--- src/ecl_defines.svh ---
`ifndef ECL_DEFINES_SVH
`define ECL_DEFINES_SVH
// register byte offsets
`define ECL_OFS_WRAP0 12'h018
`define ECL_OFS_WRAP3 12'h01e
`define ECL_OFS_CNT_BASE 12'h0a0
`define ECL_OFS_CNT_END 12'h120
`define ECL_OFS_STAMP 12'h120
`define ECL_OFS_LIMIT 12'h122
`define ECL_OFS_TALLY 12'h124
`define ECL_OFS_SNAP 12'h126
`define ECL_OFS_AC 12'h128
`define ECL_OFS_LAMP 12'h800
`define ECL_OFS_HAND 12'h802
// reset values and limits
`define ECL_AC_RESET 16'h0005
`define ECL_ZERO16 16'h0000
`define ECL_ONE16 16'h0001
`define ECL_MAX16 16'hffff
`define ECL_LOG_SLOTS 16'h0c00
// time stamp rate
`define ECL_CLK_KHZ 25000
`define ECL_STAMP_MS 1
`endif

--- src/ecl_pkg.sv ---
`default_nettype none
package ecl_pkg;
  // edge selection of one channel
  typedef enum logic [1:0] {
    ECL_EDGE_OFF = 2'b00,
    ECL_EDGE_FALL = 2'b01,
    ECL_EDGE_RISE = 2'b10,
    ECL_EDGE_BOTH = 2'b11
  } ecl_edge_t;
  typedef logic [15:0] ecl_word_t;
endpackage
`default_nettype wire

--- src/ecl_chan_counter.sv ---
`default_nettype none
`include "ecl_defines.svh"
module ecl_chan_counter (
  input wire logic ref_clk,
  input wire logic arst_n,
  input wire ecl_pkg::ecl_edge_t edge_mode,
  input wire logic rise,
  input wire logic fall,
  input wire logic wr_en,
  input wire ecl_pkg::ecl_word_t wr_data,
  output logic [15:0] count,
  output logic wrapped
);
  import ecl_pkg::*;
  logic [15:0] count_ff;
  logic [15:0] nxt_count;
  logic step;

  // only a single selected polarity counts
  always_comb begin
    step = ((edge_mode == ECL_EDGE_FALL) && fall) ||
           ((edge_mode == ECL_EDGE_RISE) && rise);
    nxt_count = count_ff;
    wrapped = 1'b0;
    if (wr_en) begin
      nxt_count = wr_data;
    end else if (step) begin
      nxt_count = count_ff + `ECL_ONE16;
      wrapped = (count_ff == `ECL_MAX16);
    end
  end

  always_ff @(posedge ref_clk or negedge arst_n) begin
    if (!arst_n) begin
      count_ff <= `ECL_ZERO16;
    end else begin
      count_ff <= nxt_count;
    end
  end

  assign count = count_ff;

  a_count_step: assert property (@(posedge ref_clk) disable iff (!arst_n)
    (!wr_en && edge_mode == ECL_EDGE_RISE && rise) |=>
      count_ff == $past(count_ff) + `ECL_ONE16)
    else $error("counter did not step on selected edge");
  a_both_idle: assert property (@(posedge ref_clk) disable iff (!arst_n)
    (!wr_en && (edge_mode == ECL_EDGE_BOTH || edge_mode == ECL_EDGE_OFF))
      |=> $stable(count_ff))
    else $error("counter moved with both or no edge selected");
  a_preset_load: assert property (@(posedge ref_clk) disable iff (!arst_n)
    wr_en |=> count_ff == $past(wr_data))
    else $error("counter preset not loaded");
endmodule
`default_nettype wire

--- src/ecl_event_log.sv ---
`default_nettype none
`include "ecl_defines.svh"
module ecl_event_log (
  input wire logic ref_clk,
  input wire logic arst_n,
  input wire logic evt,
  input wire logic handover,
  input wire logic tally_wr,
  input wire logic snap_wr,
  input wire ecl_pkg::ecl_word_t wr_data,
  input wire ecl_pkg::ecl_word_t limit,
  output logic [15:0] tally,
  output logic [15:0] snapshot,
  output logic [15:0] slot,
  output logic limit_hit
);
  import ecl_pkg::*;
  logic [15:0] tally_ff;
  logic [15:0] snap_ff;
  logic [15:0] nxt_tally;
  logic [15:0] nxt_snap;
  logic [15:0] stepped;

  // tally step with wrap at the end of the buffer
  always_comb begin
    stepped = (tally_ff == `ECL_LOG_SLOTS) ? `ECL_ZERO16
              : tally_ff + `ECL_ONE16;
    slot = (tally_ff == `ECL_LOG_SLOTS) ? `ECL_ZERO16 : tally_ff;
    nxt_tally = tally_ff;
    nxt_snap = snap_ff;
    limit_hit = 1'b0;
    if (handover) begin
      nxt_snap = tally_ff;
      nxt_tally = evt ? `ECL_ONE16 : `ECL_ZERO16;
    end else if (tally_wr) begin
      nxt_tally = wr_data;
    end else if (evt) begin
      nxt_tally = stepped;
      limit_hit = (stepped == limit);
    end
    if (snap_wr && !handover) begin
      nxt_snap = wr_data;
    end
  end

  always_ff @(posedge ref_clk or negedge arst_n) begin
    if (!arst_n) begin
      tally_ff <= `ECL_ZERO16;
      snap_ff <= `ECL_ZERO16;
    end else begin
      tally_ff <= nxt_tally;
      snap_ff <= nxt_snap;
    end
  end

  assign tally = tally_ff;
  assign snapshot = snap_ff;

  a_handover_snap: assert property (@(posedge ref_clk) disable iff (!arst_n)
    handover |=> snap_ff == $past(tally_ff) && tally_ff <= `ECL_ONE16)
    else $error("handover did not snapshot and clear tally");
  a_tally_wrap: assert property (@(posedge ref_clk) disable iff (!arst_n)
    (evt && !handover && !tally_wr && tally_ff == `ECL_LOG_SLOTS)
      |=> tally_ff == `ECL_ZERO16)
    else $error("tally did not wrap at buffer end");
endmodule
`default_nettype wire

--- src/ecl_regs.sv ---
`default_nettype none
`include "ecl_defines.svh"
module ecl_regs #(
  parameter int CHANNELS = 64,
  parameter int TICK_CYCLES = `ECL_CLK_KHZ * `ECL_STAMP_MS
) (
  input wire logic ref_clk,
  input wire logic arst_n,
  input wire logic [11:0] reg_addr,
  input wire logic reg_wr,
  input wire logic reg_rd,
  input wire ecl_pkg::ecl_word_t reg_wdata,
  output logic [15:0] reg_rdata,
  input wire ecl_pkg::ecl_edge_t edge_mode [CHANNELS],
  input wire logic [CHANNELS-1:0] in_rise,
  input wire logic [CHANNELS-1:0] in_fall,
  input wire logic test_mode,
  input wire logic lamp_ctrl,
  input wire logic stamp_irq_en,
  input wire logic limit_irq_en,
  input wire logic [2:0] flag_clr,
  output logic wrap_flag,
  output logic stamp_flag,
  output logic limit_flag,
  output logic irq,
  output logic lamp_on,
  output logic [15:0] ac_setup,
  output logic log_bank,
  output logic log_wr,
  output logic [15:0] log_slot,
  output logic [15:0] log_stamp,
  output logic [7:0] log_chan,
  output logic log_level
);
  import ecl_pkg::*;

  if (CHANNELS != 64) begin : g_bad_ch
    $error("ecl_regs serves exactly 64 channels");
  end
  if (TICK_CYCLES < 2) begin : g_bad_tick
    $error("ecl_regs needs TICK_CYCLES of at least 2");
  end

  localparam int TW = $clog2(TICK_CYCLES);

  // decoded accesses
  logic cnt_hit;
  logic [5:0] cnt_idx;
  logic [11:0] cnt_ofs;
  logic wr_stamp;
  logic wr_limit;
  logic wr_tally;
  logic wr_snap;
  logic wr_ac;
  logic wr_lamp;
  logic wr_hand;
  logic [3:0] wr_wrap;

  always_comb begin
    cnt_ofs = reg_addr - `ECL_OFS_CNT_BASE;
    cnt_hit = (reg_addr >= `ECL_OFS_CNT_BASE) &&
              (reg_addr < `ECL_OFS_CNT_END) && !reg_addr[0];
    cnt_idx = cnt_ofs[6:1];
    wr_stamp = reg_wr && (reg_addr == `ECL_OFS_STAMP);
    wr_limit = reg_wr && (reg_addr == `ECL_OFS_LIMIT);
    wr_tally = reg_wr && (reg_addr == `ECL_OFS_TALLY);
    wr_snap = reg_wr && (reg_addr == `ECL_OFS_SNAP);
    wr_ac = reg_wr && (reg_addr == `ECL_OFS_AC);
    wr_lamp = reg_wr && (reg_addr == `ECL_OFS_LAMP);
    wr_hand = reg_wr && (reg_addr == `ECL_OFS_HAND);
    for (int k = 0; k < 4; k++) begin
      wr_wrap[k] = reg_wr &&
        (reg_addr == `ECL_OFS_WRAP0 + 12'(2 * k));
    end
  end

  // per-channel counters
  logic [15:0] cnt_val [CHANNELS];
  logic [CHANNELS-1:0] cnt_wrapped;
  for (genvar c = 0; c < CHANNELS; c++) begin : g_ch
    ecl_chan_counter u_cnt (
      .ref_clk(ref_clk),
      .arst_n(arst_n),
      .edge_mode(edge_mode[c]),
      .rise(in_rise[c]),
      .fall(in_fall[c]),
      .wr_en(reg_wr && cnt_hit && (cnt_idx == 6'(c))),
      .wr_data(reg_wdata),
      .count(cnt_val[c]),
      .wrapped(cnt_wrapped[c])
    );
  end

  // wrap flag registers, word k holds channels 63-16k down to 48-16k
  logic [CHANNELS-1:0] wrap_ff;
  logic [CHANNELS-1:0] nxt_wrap;
  always_comb begin
    nxt_wrap = wrap_ff;
    for (int k = 0; k < 4; k++) begin
      if (wr_wrap[k]) begin
        nxt_wrap[16*(3-k) +: 16] = wrap_ff[16*(3-k) +: 16] & ~reg_wdata;
      end
    end
    nxt_wrap = nxt_wrap | cnt_wrapped;
  end

  // millisecond stamp counter with prescaler
  logic [TW-1:0] pre_ff;
  logic [TW-1:0] nxt_pre;
  logic [15:0] stamp_ff;
  logic [15:0] nxt_stamp;
  logic tick;
  logic stamp_max;
  always_comb begin
    tick = (pre_ff == TW'(TICK_CYCLES - 1));
    nxt_pre = tick ? '0 : pre_ff + TW'(1);
    nxt_stamp = stamp_ff;
    stamp_max = 1'b0;
    if (wr_stamp && !test_mode) begin
      nxt_stamp = reg_wdata;
    end else if (tick) begin
      nxt_stamp = stamp_ff + `ECL_ONE16;
      stamp_max = (nxt_stamp == `ECL_MAX16);
    end
  end

  // event gathering: lowest channel is logged, tally steps once per cycle however many channels fire
  logic evt;
  logic [7:0] evt_chan;
  logic evt_level;
  always_comb begin
    evt = 1'b0;
    evt_chan = 8'h00;
    evt_level = 1'b0;
    for (int c = CHANNELS - 1; c >= 0; c--) begin
      if ((in_rise[c] && edge_mode[c][1]) ||
          (in_fall[c] && edge_mode[c][0])) begin
        evt = 1'b1;
        evt_chan = 8'(c);
        evt_level = in_rise[c];
      end
    end
  end

  logic [15:0] limit_ff;
  logic [15:0] tally_val;
  logic [15:0] snap_val;
  logic [15:0] slot_val;
  logic limit_hit;
  ecl_event_log u_log (
    .ref_clk(ref_clk),
    .arst_n(arst_n),
    .evt(evt),
    .handover(wr_hand),
    .tally_wr(wr_tally),
    .snap_wr(wr_snap),
    .wr_data(reg_wdata),
    .limit(limit_ff),
    .tally(tally_val),
    .snapshot(snap_val),
    .slot(slot_val),
    .limit_hit(limit_hit)
  );

  // sticky flags, set wins over clear
  logic wflag_ff;
  logic sflag_ff;
  logic lflag_ff;
  logic nxt_wflag;
  logic nxt_sflag;
  logic nxt_lflag;
  logic [15:0] nxt_limit;
  logic [15:0] ac_ff;
  logic [15:0] nxt_ac;
  logic lamp_force_ff;
  logic nxt_lamp_force;
  logic lamp_ff;
  logic nxt_lamp;
  logic bank_ff;
  logic nxt_bank;
  always_comb begin
    nxt_wflag = (|cnt_wrapped) || (wflag_ff && !flag_clr[0]);
    nxt_sflag = stamp_max || (sflag_ff && !flag_clr[1]);
    nxt_lflag = limit_hit || (lflag_ff && !flag_clr[2]);
    nxt_limit = wr_limit ? reg_wdata : limit_ff;
    nxt_ac = wr_ac ? reg_wdata : ac_ff;
    nxt_lamp_force = lamp_force_ff || wr_lamp;
    nxt_lamp = nxt_lamp_force || lamp_ctrl;
    nxt_bank = bank_ff ^ wr_hand;
  end

  // log entry outputs
  logic log_wr_ff;
  logic [15:0] log_slot_ff;
  logic [15:0] log_stamp_ff;
  logic [7:0] log_chan_ff;
  logic log_level_ff;

  // register read mux
  logic [15:0] nxt_rdata;
  logic [15:0] rdata_ff;
  always_comb begin
    nxt_rdata = `ECL_ZERO16;
    if (cnt_hit) begin
      nxt_rdata = cnt_val[cnt_idx];
    end else begin
      case (reg_addr)
        `ECL_OFS_STAMP: nxt_rdata = stamp_ff;
        `ECL_OFS_LIMIT: nxt_rdata = limit_ff;
        `ECL_OFS_TALLY: nxt_rdata = tally_val;
        `ECL_OFS_SNAP: nxt_rdata = snap_val;
        `ECL_OFS_AC: nxt_rdata = ac_ff;
        default: begin
          for (int k = 0; k < 4; k++) begin
            if (reg_addr == `ECL_OFS_WRAP0 + 12'(2 * k)) begin
              nxt_rdata = wrap_ff[16*(3-k) +: 16];
            end
          end
        end
      endcase
    end
    if (!reg_rd) begin
      nxt_rdata = rdata_ff;
    end
  end

  always_ff @(posedge ref_clk or negedge arst_n) begin
    if (!arst_n) begin
      wrap_ff <= '0;
      pre_ff <= '0;
      stamp_ff <= `ECL_ZERO16;
      limit_ff <= `ECL_ZERO16;
      ac_ff <= `ECL_AC_RESET;
      wflag_ff <= 1'b0;
      sflag_ff <= 1'b0;
      lflag_ff <= 1'b0;
      lamp_force_ff <= 1'b0;
      lamp_ff <= 1'b0;
      bank_ff <= 1'b0;
      rdata_ff <= `ECL_ZERO16;
      log_wr_ff <= 1'b0;
      log_slot_ff <= `ECL_ZERO16;
      log_stamp_ff <= `ECL_ZERO16;
      log_chan_ff <= 8'h00;
      log_level_ff <= 1'b0;
    end else begin
      wrap_ff <= nxt_wrap;
      pre_ff <= nxt_pre;
      stamp_ff <= nxt_stamp;
      limit_ff <= nxt_limit;
      ac_ff <= nxt_ac;
      wflag_ff <= nxt_wflag;
      sflag_ff <= nxt_sflag;
      lflag_ff <= nxt_lflag;
      lamp_force_ff <= nxt_lamp_force;
      lamp_ff <= nxt_lamp;
      bank_ff <= nxt_bank;
      rdata_ff <= nxt_rdata;
      log_wr_ff <= evt;
      log_slot_ff <= slot_val;
      log_stamp_ff <= stamp_ff;
      log_chan_ff <= evt_chan;
      log_level_ff <= evt_level;
    end
  end

  // outputs
  assign reg_rdata = rdata_ff;
  assign wrap_flag = wflag_ff;
  assign stamp_flag = sflag_ff;
  assign limit_flag = lflag_ff;
  assign irq = (sflag_ff && stamp_irq_en) || (lflag_ff && limit_irq_en);
  assign lamp_on = lamp_ff;
  assign ac_setup = ac_ff;
  assign log_bank = bank_ff;
  assign log_wr = log_wr_ff;
  assign log_slot = log_slot_ff;
  assign log_stamp = log_stamp_ff;
  assign log_chan = log_chan_ff;
  assign log_level = log_level_ff;

  a_lamp_forced: assert property (@(posedge ref_clk) disable iff (!arst_n)
    lamp_force_ff |=> lamp_on && lamp_force_ff)
    else $error("forced lamp went off without reset");
  a_lamp_write: assert property (@(posedge ref_clk) disable iff (!arst_n)
    wr_lamp |=> ##1 lamp_on)
    else $error("lamp write did not force lamp on");
  a_stamp_locked: assert property (@(posedge ref_clk) disable iff (!arst_n)
    (wr_stamp && test_mode && !tick) |=> $stable(stamp_ff))
    else $error("stamp preset taken in test mode");
  a_stamp_tick: assert property (@(posedge ref_clk) disable iff (!arst_n)
    (tick && !wr_stamp) |=> stamp_ff == $past(stamp_ff) + `ECL_ONE16)
    else $error("stamp did not advance on millisecond tick");
  a_stamp_flag: assert property (@(posedge ref_clk) disable iff (!arst_n)
    stamp_max |=> sflag_ff ##0 (irq == (stamp_irq_en || limit_irq_en
      && lflag_ff) || !stamp_irq_en))
    else $error("stamp maximum did not raise flag");
  a_wrap_sticky: assert property (@(posedge ref_clk) disable iff (!arst_n)
    (|cnt_wrapped) |=> wflag_ff && ((wrap_ff & $past(cnt_wrapped))
      == $past(cnt_wrapped)))
    else $error("counter wrap flag not set");
  a_limit_flag: assert property (@(posedge ref_clk) disable iff (!arst_n)
    limit_hit |=> lflag_ff && tally_val == limit_ff)
    else $error("limit reach not flagged");
endmodule
`default_nettype wire

--- config.mk ---
export PLATFORM = sky130hd
export DESIGN_NAME = ecl_regs
export DESIGN_NICKNAME = d
export VERILOG_FILES = /design/src/ecl_pkg.sv /design/src/ecl_chan_counter.sv /design/src/ecl_event_log.sv /design/src/ecl_regs.sv
export VERILOG_INCLUDE_DIRS = /design/src
export SDC_FILE = /design/constraint.sdc
export NUM_CORES = 2
export LEC_CHECK = 0
export ABC_CLOCK_PERIOD_IN_PS = 2430
export BUFFER_PORTS_ARGS = -buffer_cell sky130_fd_sc_hd__buf_2
export CAP_MARGIN = 20
export CORE_MARGIN = 2
export CORE_UTILIZATION = 45
export DETAILED_ROUTE_END_ITERATION = 10
export HOLD_SLACK_MARGIN = 0.02
export PLACE_DENSITY_LB_ADDON = 0.1
export SLEW_MARGIN = 20
export SYNTH_ARGS = -nofsm -noshare
export SYNTH_HDL_FRONTEND = slang
export SYNTH_HIERARCHICAL = 1
export SYNTH_SLANG_ARGS = --single-unit
--- constraint.sdc ---
create_clock -name ref_clk -period 2.43 [get_ports ref_clk]
set_input_delay 0.1215 -clock ref_clk [delete_from_list [all_inputs] [get_ports ref_clk]]
set_output_delay 0.1215 -clock ref_clk [all_outputs]
set_load 0.02 [all_outputs]
Word level (Yosys, flattened, before mapping)
Cells that the tools add are included.
{"block": "op_classes", "addsub": 68, "order_cmp": 3, "n_eq_ne": 270, "n_mux": 477, "bitwise_logic": 8, "n_reduce_logical": 550}
{"op": "$mux W16", "count": 148}
{"op": "$add A16 B1 Y16 const B", "count": 66}
{"op": "$eq A16 B16 Y1 const B", "count": 65}
{"op": "$mux W8", "count": 63}
{"op": "$logic_and A1 B1 Y1", "count": 341}
{"op": "$mux W1", "count": 262}
{"op": "$eq A6 B6 Y1 const B", "count": 32}
{"op": "$logic_or A1 B1 Y1", "count": 134}
{"op": "$reduce_bool A2 Y1", "count": 66}
{"op": "$eq A2 B1 Y1 const B", "count": 64}
{"op": "$eq A2 B2 Y1 const B", "count": 64}
{"op": "$bmux W16 S6", "count": 1}
{"op": "$eq A6 B5 Y1 const B", "count": 16}
{"op": "$pmux W16 S5", "count": 1}
{"op": "$and A16 B16 Y16", "count": 4}
{"op": "$or A64 B64 Y64", "count": 1}
{"op": "$reduce_or A64 Y1", "count": 1}
{"op": "$eq A12 B9 Y1 const B", "count": 5}
{"op": "$eq A12 B5 Y1 const B", "count": 4}
{"op": "$eq A6 B4 Y1 const B", "count": 8}
{"op": "$eq A12 B12 Y1 const B", "count": 2}
{"op": "$eq A6 B3 Y1 const B", "count": 4}
{"op": "$eq A16 B12 Y1 const B", "count": 1}
{"op": "$eq A16 B16 Y1", "count": 1}
{"op": "other kinds (16)", "count": 22}
{"block": "word_totals", "ff_bits": 1247, "in_bits": 295, "output_inout_bits": 80, "wordCells": 1459}

Longest topological paths before layout
{"block": "logic_depth", "depth_word": 70, "depth_mapped": 16, "mapped_depth_nobuf": 12}

Hierarchy
Netlist, hierarchy kept.
{"module": "ecl_chan_counter", "instances": 64, "cells_per_inst": 115, "area_per_inst_um2": 1097.3, "seq_area_each_um2": 400.4}
{"module": "ecl_regs", "instances": 1, "cells_per_inst": 1910, "area_per_inst_um2": 19033.3, "seq_area_each_um2": 4732.0}
{"module": "ecl_event_log", "instances": 1, "cells_per_inst": 300, "area_per_inst_um2": 2479.9, "seq_area_each_um2": 800.8}

Worst setup path before layout
No wires, ideal clock.
{"block": "synth_path", "path_kind": "input to register", "from": "in reg_addr[2]", "to": "reg wflag_ff, in the netlist wrap_flag", "setup_ps": 140, "t_arrival_ps": 2866, "required_ps": 2290, "setup_slack_ps": -576, "stages": 15, "n_path_buf": 6, "path_cell_list": "buf_2 -> buf_2 -> buf_2 -> buf_2 -> buf_2 -> nor2b_1 -> nand2_1 -> nor2_1 -> clkbuf_1 -> nor2b_1 -> and4b_1 -> nor4_1 -> o2111ai_1 -> nor4_1 -> nand4_1"}
{"block": "synth_via", "elab_chain_len": 8, "word_cells_on_any_way": 200, "cone_classes": "add/sub: 1; order compare: 2; eq/ne: 63; mux: 64; reduce/logical: 70"}
{"item": "start, declared", "line": "ecl_regs.sv:9", "text": "input wire logic [11:0] reg_addr,"}
{"item": "$ge A12 B8 Y1 (no source line) / $lt A12 B9 Y1 (equally long branches)"}
{"item": "$logic_and A1 B1 Y1 (2 in series)", "line": "ecl_regs.sv:61", "text": "cnt_hit = (reg_addr >= `ECL_OFS_CNT_BASE) &&"}
{"item": "$logic_and A1 B1 Y1", "line": "ecl_regs.sv:87", "text": ".wr_en(reg_wr && cnt_hit && (cnt_idx == 6'(c))),"}
{"item": "$logic_and A1 B1 Y1 *", "line": "ecl_regs.sv:87"}
{"item": "$mux W1 *", "line": "ecl_chan_counter.sv:25", "text": "if (wr_en) begin"}
{"item": "named net cnt_wrapped[42]", "line": "ecl_regs.sv:79", "text": "logic [CHANNELS-1:0] cnt_wrapped;"}
{"item": "$reduce_or A64 Y1 *", "line": "ecl_regs.sv:182", "text": "nxt_wflag = (|cnt_wrapped) || (wflag_ff && !flag_clr[0]);"}
{"item": "$logic_or A1 B1 Y1 *", "line": "ecl_regs.sv:182"}
{"item": "named net nxt_wflag", "line": "ecl_regs.sv:169", "text": "logic nxt_wflag;"}
{"item": "end signal, assigned", "line": "ecl_regs.sv:252", "text": "wflag_ff <= nxt_wflag;"}
{"item": "end, declared", "line": "ecl_regs.sv:166", "text": "logic wflag_ff;"}
Mark *: on every way through the listed nets, which the timed path passes. The rest lies on a longest branch.
A chain may end at the register's enable or synchronous reset.

Worst setup path in the final report
{"block": "layout_path", "from": "reg g_ch[9].u_cnt.count_ff[13]", "to": "reg rdata_ff[13], in the netlist reg_rdata[13]"}
{"block": "layout_via", "elab_chain_len": 4}
{"item": "start, declared", "line": "ecl_chan_counter.sv:15", "text": "logic [15:0] count_ff;"}
{"item": "start signal, assigned", "line": "ecl_chan_counter.sv:35", "text": "count_ff <= `ECL_ZERO16;"}
{"item": "start signal, assigned", "line": "ecl_chan_counter.sv:37", "text": "count_ff <= nxt_count;"}
{"item": "$bmux W16 S6", "line": "ecl_regs.sv:205", "text": "nxt_rdata = cnt_val[cnt_idx];"}
{"item": "$mux W16 (not written as such) (2 in series)", "line": "ecl_regs.sv:205"}
{"item": "$mux W16", "line": "ecl_regs.sv:204", "text": "if (cnt_hit) begin"}
{"item": "end signal, assigned", "line": "ecl_regs.sv:240", "text": "rdata_ff <= `ECL_ZERO16;"}
{"item": "end signal, assigned", "line": "ecl_regs.sv:258", "text": "rdata_ff <= nxt_rdata;"}
{"item": "end, declared", "line": "ecl_regs.sv:201", "text": "logic [15:0] rdata_ff;"}
No other way between the ends. The select of a mux whose other input is x is not followed.

==> results.tsv <==
metric	value	unit
outcome	finished, violations left	
violations	setup timing	
pwr-share-seq	37.9	%
ant_nets	0	
cp.arrival	3.17	ns
drv_cap	0	
fillerInstances	17800	
synth_edf_count	0	
area.sequential	31200	um2
fp.dieH	456	um
ys_seq_area_share	34.0	%
path_clk_slew	0.06	ns
stdcell_area	118000	um2
synth_top_cell_by_area	dfrtp_1	
cts_tree	built	
worst_pin_slew	0.983	ns
r2r_start	g_ch[9].u_cnt/count[13]	
max_freq	408	MHz
synth_xor_area_share	7.89	%
clock-root-buffer	clkbuf_16	
ys_ff_latch	1245	
critical_path_required	3.14	ns
fin_ws	-0.0230	ns
p_int	0.0492	W
cts_buffers	158	
pre_cts_ws	-1.19	ns
synth_warnings	6	
clk_latency	0.84	ns
clkSinkCount	1245	
initial_utilization	45.3	%
synthAdderAreaFrac	0.996	%
drtIter0Drc	10600	
synth_top_flop_cell	dfrtp_1	
antenna_found_initial	20	
drv_slew	0	
grt_pass1_vias	86100	
final_common_cell	nand2_1	
cp-start-kind	flip-flop	
leakagePower	45.1	nW
post_drt_wl_per_cell	28.7	um
drive_above_1_share	29.8	%
grt_max_degree	85	
swShare	37.5	%
die_w	456	um
startpoint	g_ch[9].u_cnt/count[13]	
synth_top_cell_area_share	33.9	%
routed.top_layer	met5	
switchingPower	0.0296	W
synth-simple-area-share	23.6	%
multi_input_area	58600	um2
path_class	flip-flop to flip-flop	
final_nets	12000	
ys_types	89	
dieArea	207000	um2
async_reset_ff_share	100	%
row_count	165	
crit_path_end_kind	flip-flop	
synth-compound-area-share	20.9	%
viasPerCell	6.23	
fin_crit	2.45	ns
syn_inst	9570	
globalplace.congestion	1.08	
total_power	0.0788	W
fin_crit_sh	101	%
finalSetupViolations	2	
drtPass1Iterations	10	
holdCritStartpoint	reg_addr[6]	
powerDensity	670	nW/um2
drt-met1-wl	167000	um
num_vias	89900	
wl_met2	178000	um
io_buffers	372	
wl	414000	um
clock_power_share	30.6	%
area_growth	28.3	%
drc	0	
maxSlewHeadroom	34.2	%
final_cell_mix	nand2_1, buf_4, dfrtp_1, xnor2_1, o21ai_0	
dpl_cell_area	109000	um2
grt_overflow	0	
grt_use_total	38.9	%
clock_skew	0.0317	ns
clockBufferDepth	3	
synth_area_leaders	dfrtp_1, xnor2_1, nand2_1	
power_frac_comb	31.5	%
syn_area	91700	um2
cts.htree.levels	4	
hold_class	primary input to flip-flop	
wl_met3	38700	um
synth_mux_area_share	9.63	%
hold_viol	0	
dp_hpwl	316000	um
io_pins	375	
peakVddDrop	0.787	mV
synth_top_family_by_area	simple AND/OR/NAND/NOR gates	
crit_fanout	5	
syn_area_per_cell	9.59	um2
grt_pass1_wl	601000	um
core	202000	um2
-- critical path, cell delays in order (launching register included) --
cell     delay [ns]
dfrtp_1        0.48
mux4_2         0.48
a22oi_1        0.22
buf_4          0.15
a21oi_1        0.19
a21oi_2        0.23
nand4_1        0.19
nor3_2         0.33
nor2_1         0.07
-- worst paths after layout --
path / endpoint / slack [ns] / depth (start not counted)
worst max-delay path: reg_rdata[13] / -0.02 / 8
max in group asynchronous: g_ch[31].u_cnt/count[3] / 1.60 / 4
worst min register to register: pre_ff[0] / 0.45 / 1
min in group asynchronous: g_ch[36].u_cnt/count[4] / 0.11 / 3
worst max register to register: reg_rdata[13] / -0.02 / 8
worst min-delay path: reg_rdata[1] / 0.04 / 7
-- Yosys cell counts, types with 18 or more instances --
cell type	n
mux4_2	200
nor3_1	29
a2111oi_4	64
xor2_1	33
ha_1	73
a211oi_2	64
nand4b_1	67
a21o_1	69
o21ai_0	701
nand4_1	237
or2_2	67
nand4_4	65
a211o_1	66
dfrtp_1	1243
mux2i_1	393
and4b_1	65
a222oi_1	18
o21ai_1	256
nand2b_1	74
mux2_1	20
a211oi_1	75
clkbuf_1	338
a21oi_1	361
a22oi_1	293
nand3_1	462
buf_2	48
xnor2_1	793
nor2b_1	153
and4_1	68
buf_4	27
nand3b_4	128
nor2_1	302
inv_1	217
a2111oi_2	320
a22o_1	43
nand4b_2	64
nand2_1	1702
nor4_1	160
-- through the flow --
step | cells | setup TNS, ns | hold WS (ns) | util [%]
after floorplan | 9571 | -0.158 | -0.174 | -
after global placement | 13900 | -36.46 | 0.0669 | 54.0
after detailed placement | 13900 | -46.39 | 0.0905 | 54.0
after CTS | 14400 | -0.0599 | 0.0201 | 57.9
after global routing | 14400 | -0.0979 | 0.0500 | 58.2
final | 14400 | -0.0448 | 0.0363 | 58.2
-- power groups by stage --
stage                     logic [W]  registers, W  clock network (W)
after global routing         0.0265        0.0302             0.0252
final                        0.0248        0.0299             0.0241
after detailed placement     0.0237        0.0300                  0
after global placement       0.0232        0.0299                  0
after CTS                    0.0243        0.0297             0.0244
after floorplan              0.0111        0.0298                  0
-- cell families after synthesis --
| logic type | after synthesis |
|---|---|
| other | 1 |
| buffers and inverters | 652 |
| AOI/OAI and AO/OA | 2428 |
| and+or+nand+nor | 3717 |
| muxes | 628 |
| xor gates and xnor gates | 826 |
| DFF | 1245 |
| adders and majority gates | 73 |
-- metal layers --
metal	GRT usage [%]	up-vias
met5	0	-
met4	24.1	8
met3	8.13	972
met2	57.7	4421
met1	52.0	44600
li1	-	39900
-- what timing repair did --
item                                   in CTS  in global routing
hold buffers                              265                  0
setup buffers                               1                  7
setup endpoints to repair                  26                 36
resized for setup                          27                 94
endpoints found under the hold margin    1884                  0
pin swaps                                   6                 22
-- registers in the layout, indices dropped and copies added, names as in the netlist, 6 cells and up --
register / count
ac_setup: 16
g_ch.u_cnt/count: 1024
limit_ff: 16
log_chan: 6
log_slot: 16
log_stamp: 16
pre_ff: 15
reg_rdata: 16
stamp_ff: 16
u_log/snapshot: 16
u_log/tally: 16
wrap_ff: 64
-- final cells by class --
| cell class | instances | share of cell area (%) |
|---|---|---|
| inverter | 217 | 0.692 |
| sequential | 1245 | 26.5 |
| clock buffer | 238 | 3.99 |
| clock inverter | 48 | 0.414 |
| timing repair buffer | 2321 | 15.8 |
| multi-input combinational | 7674 | 49.8 |
| antenna | 9 | 0.0191 |
| tap | 2672 | 2.84 |
(Power assumes the default switching activity.)
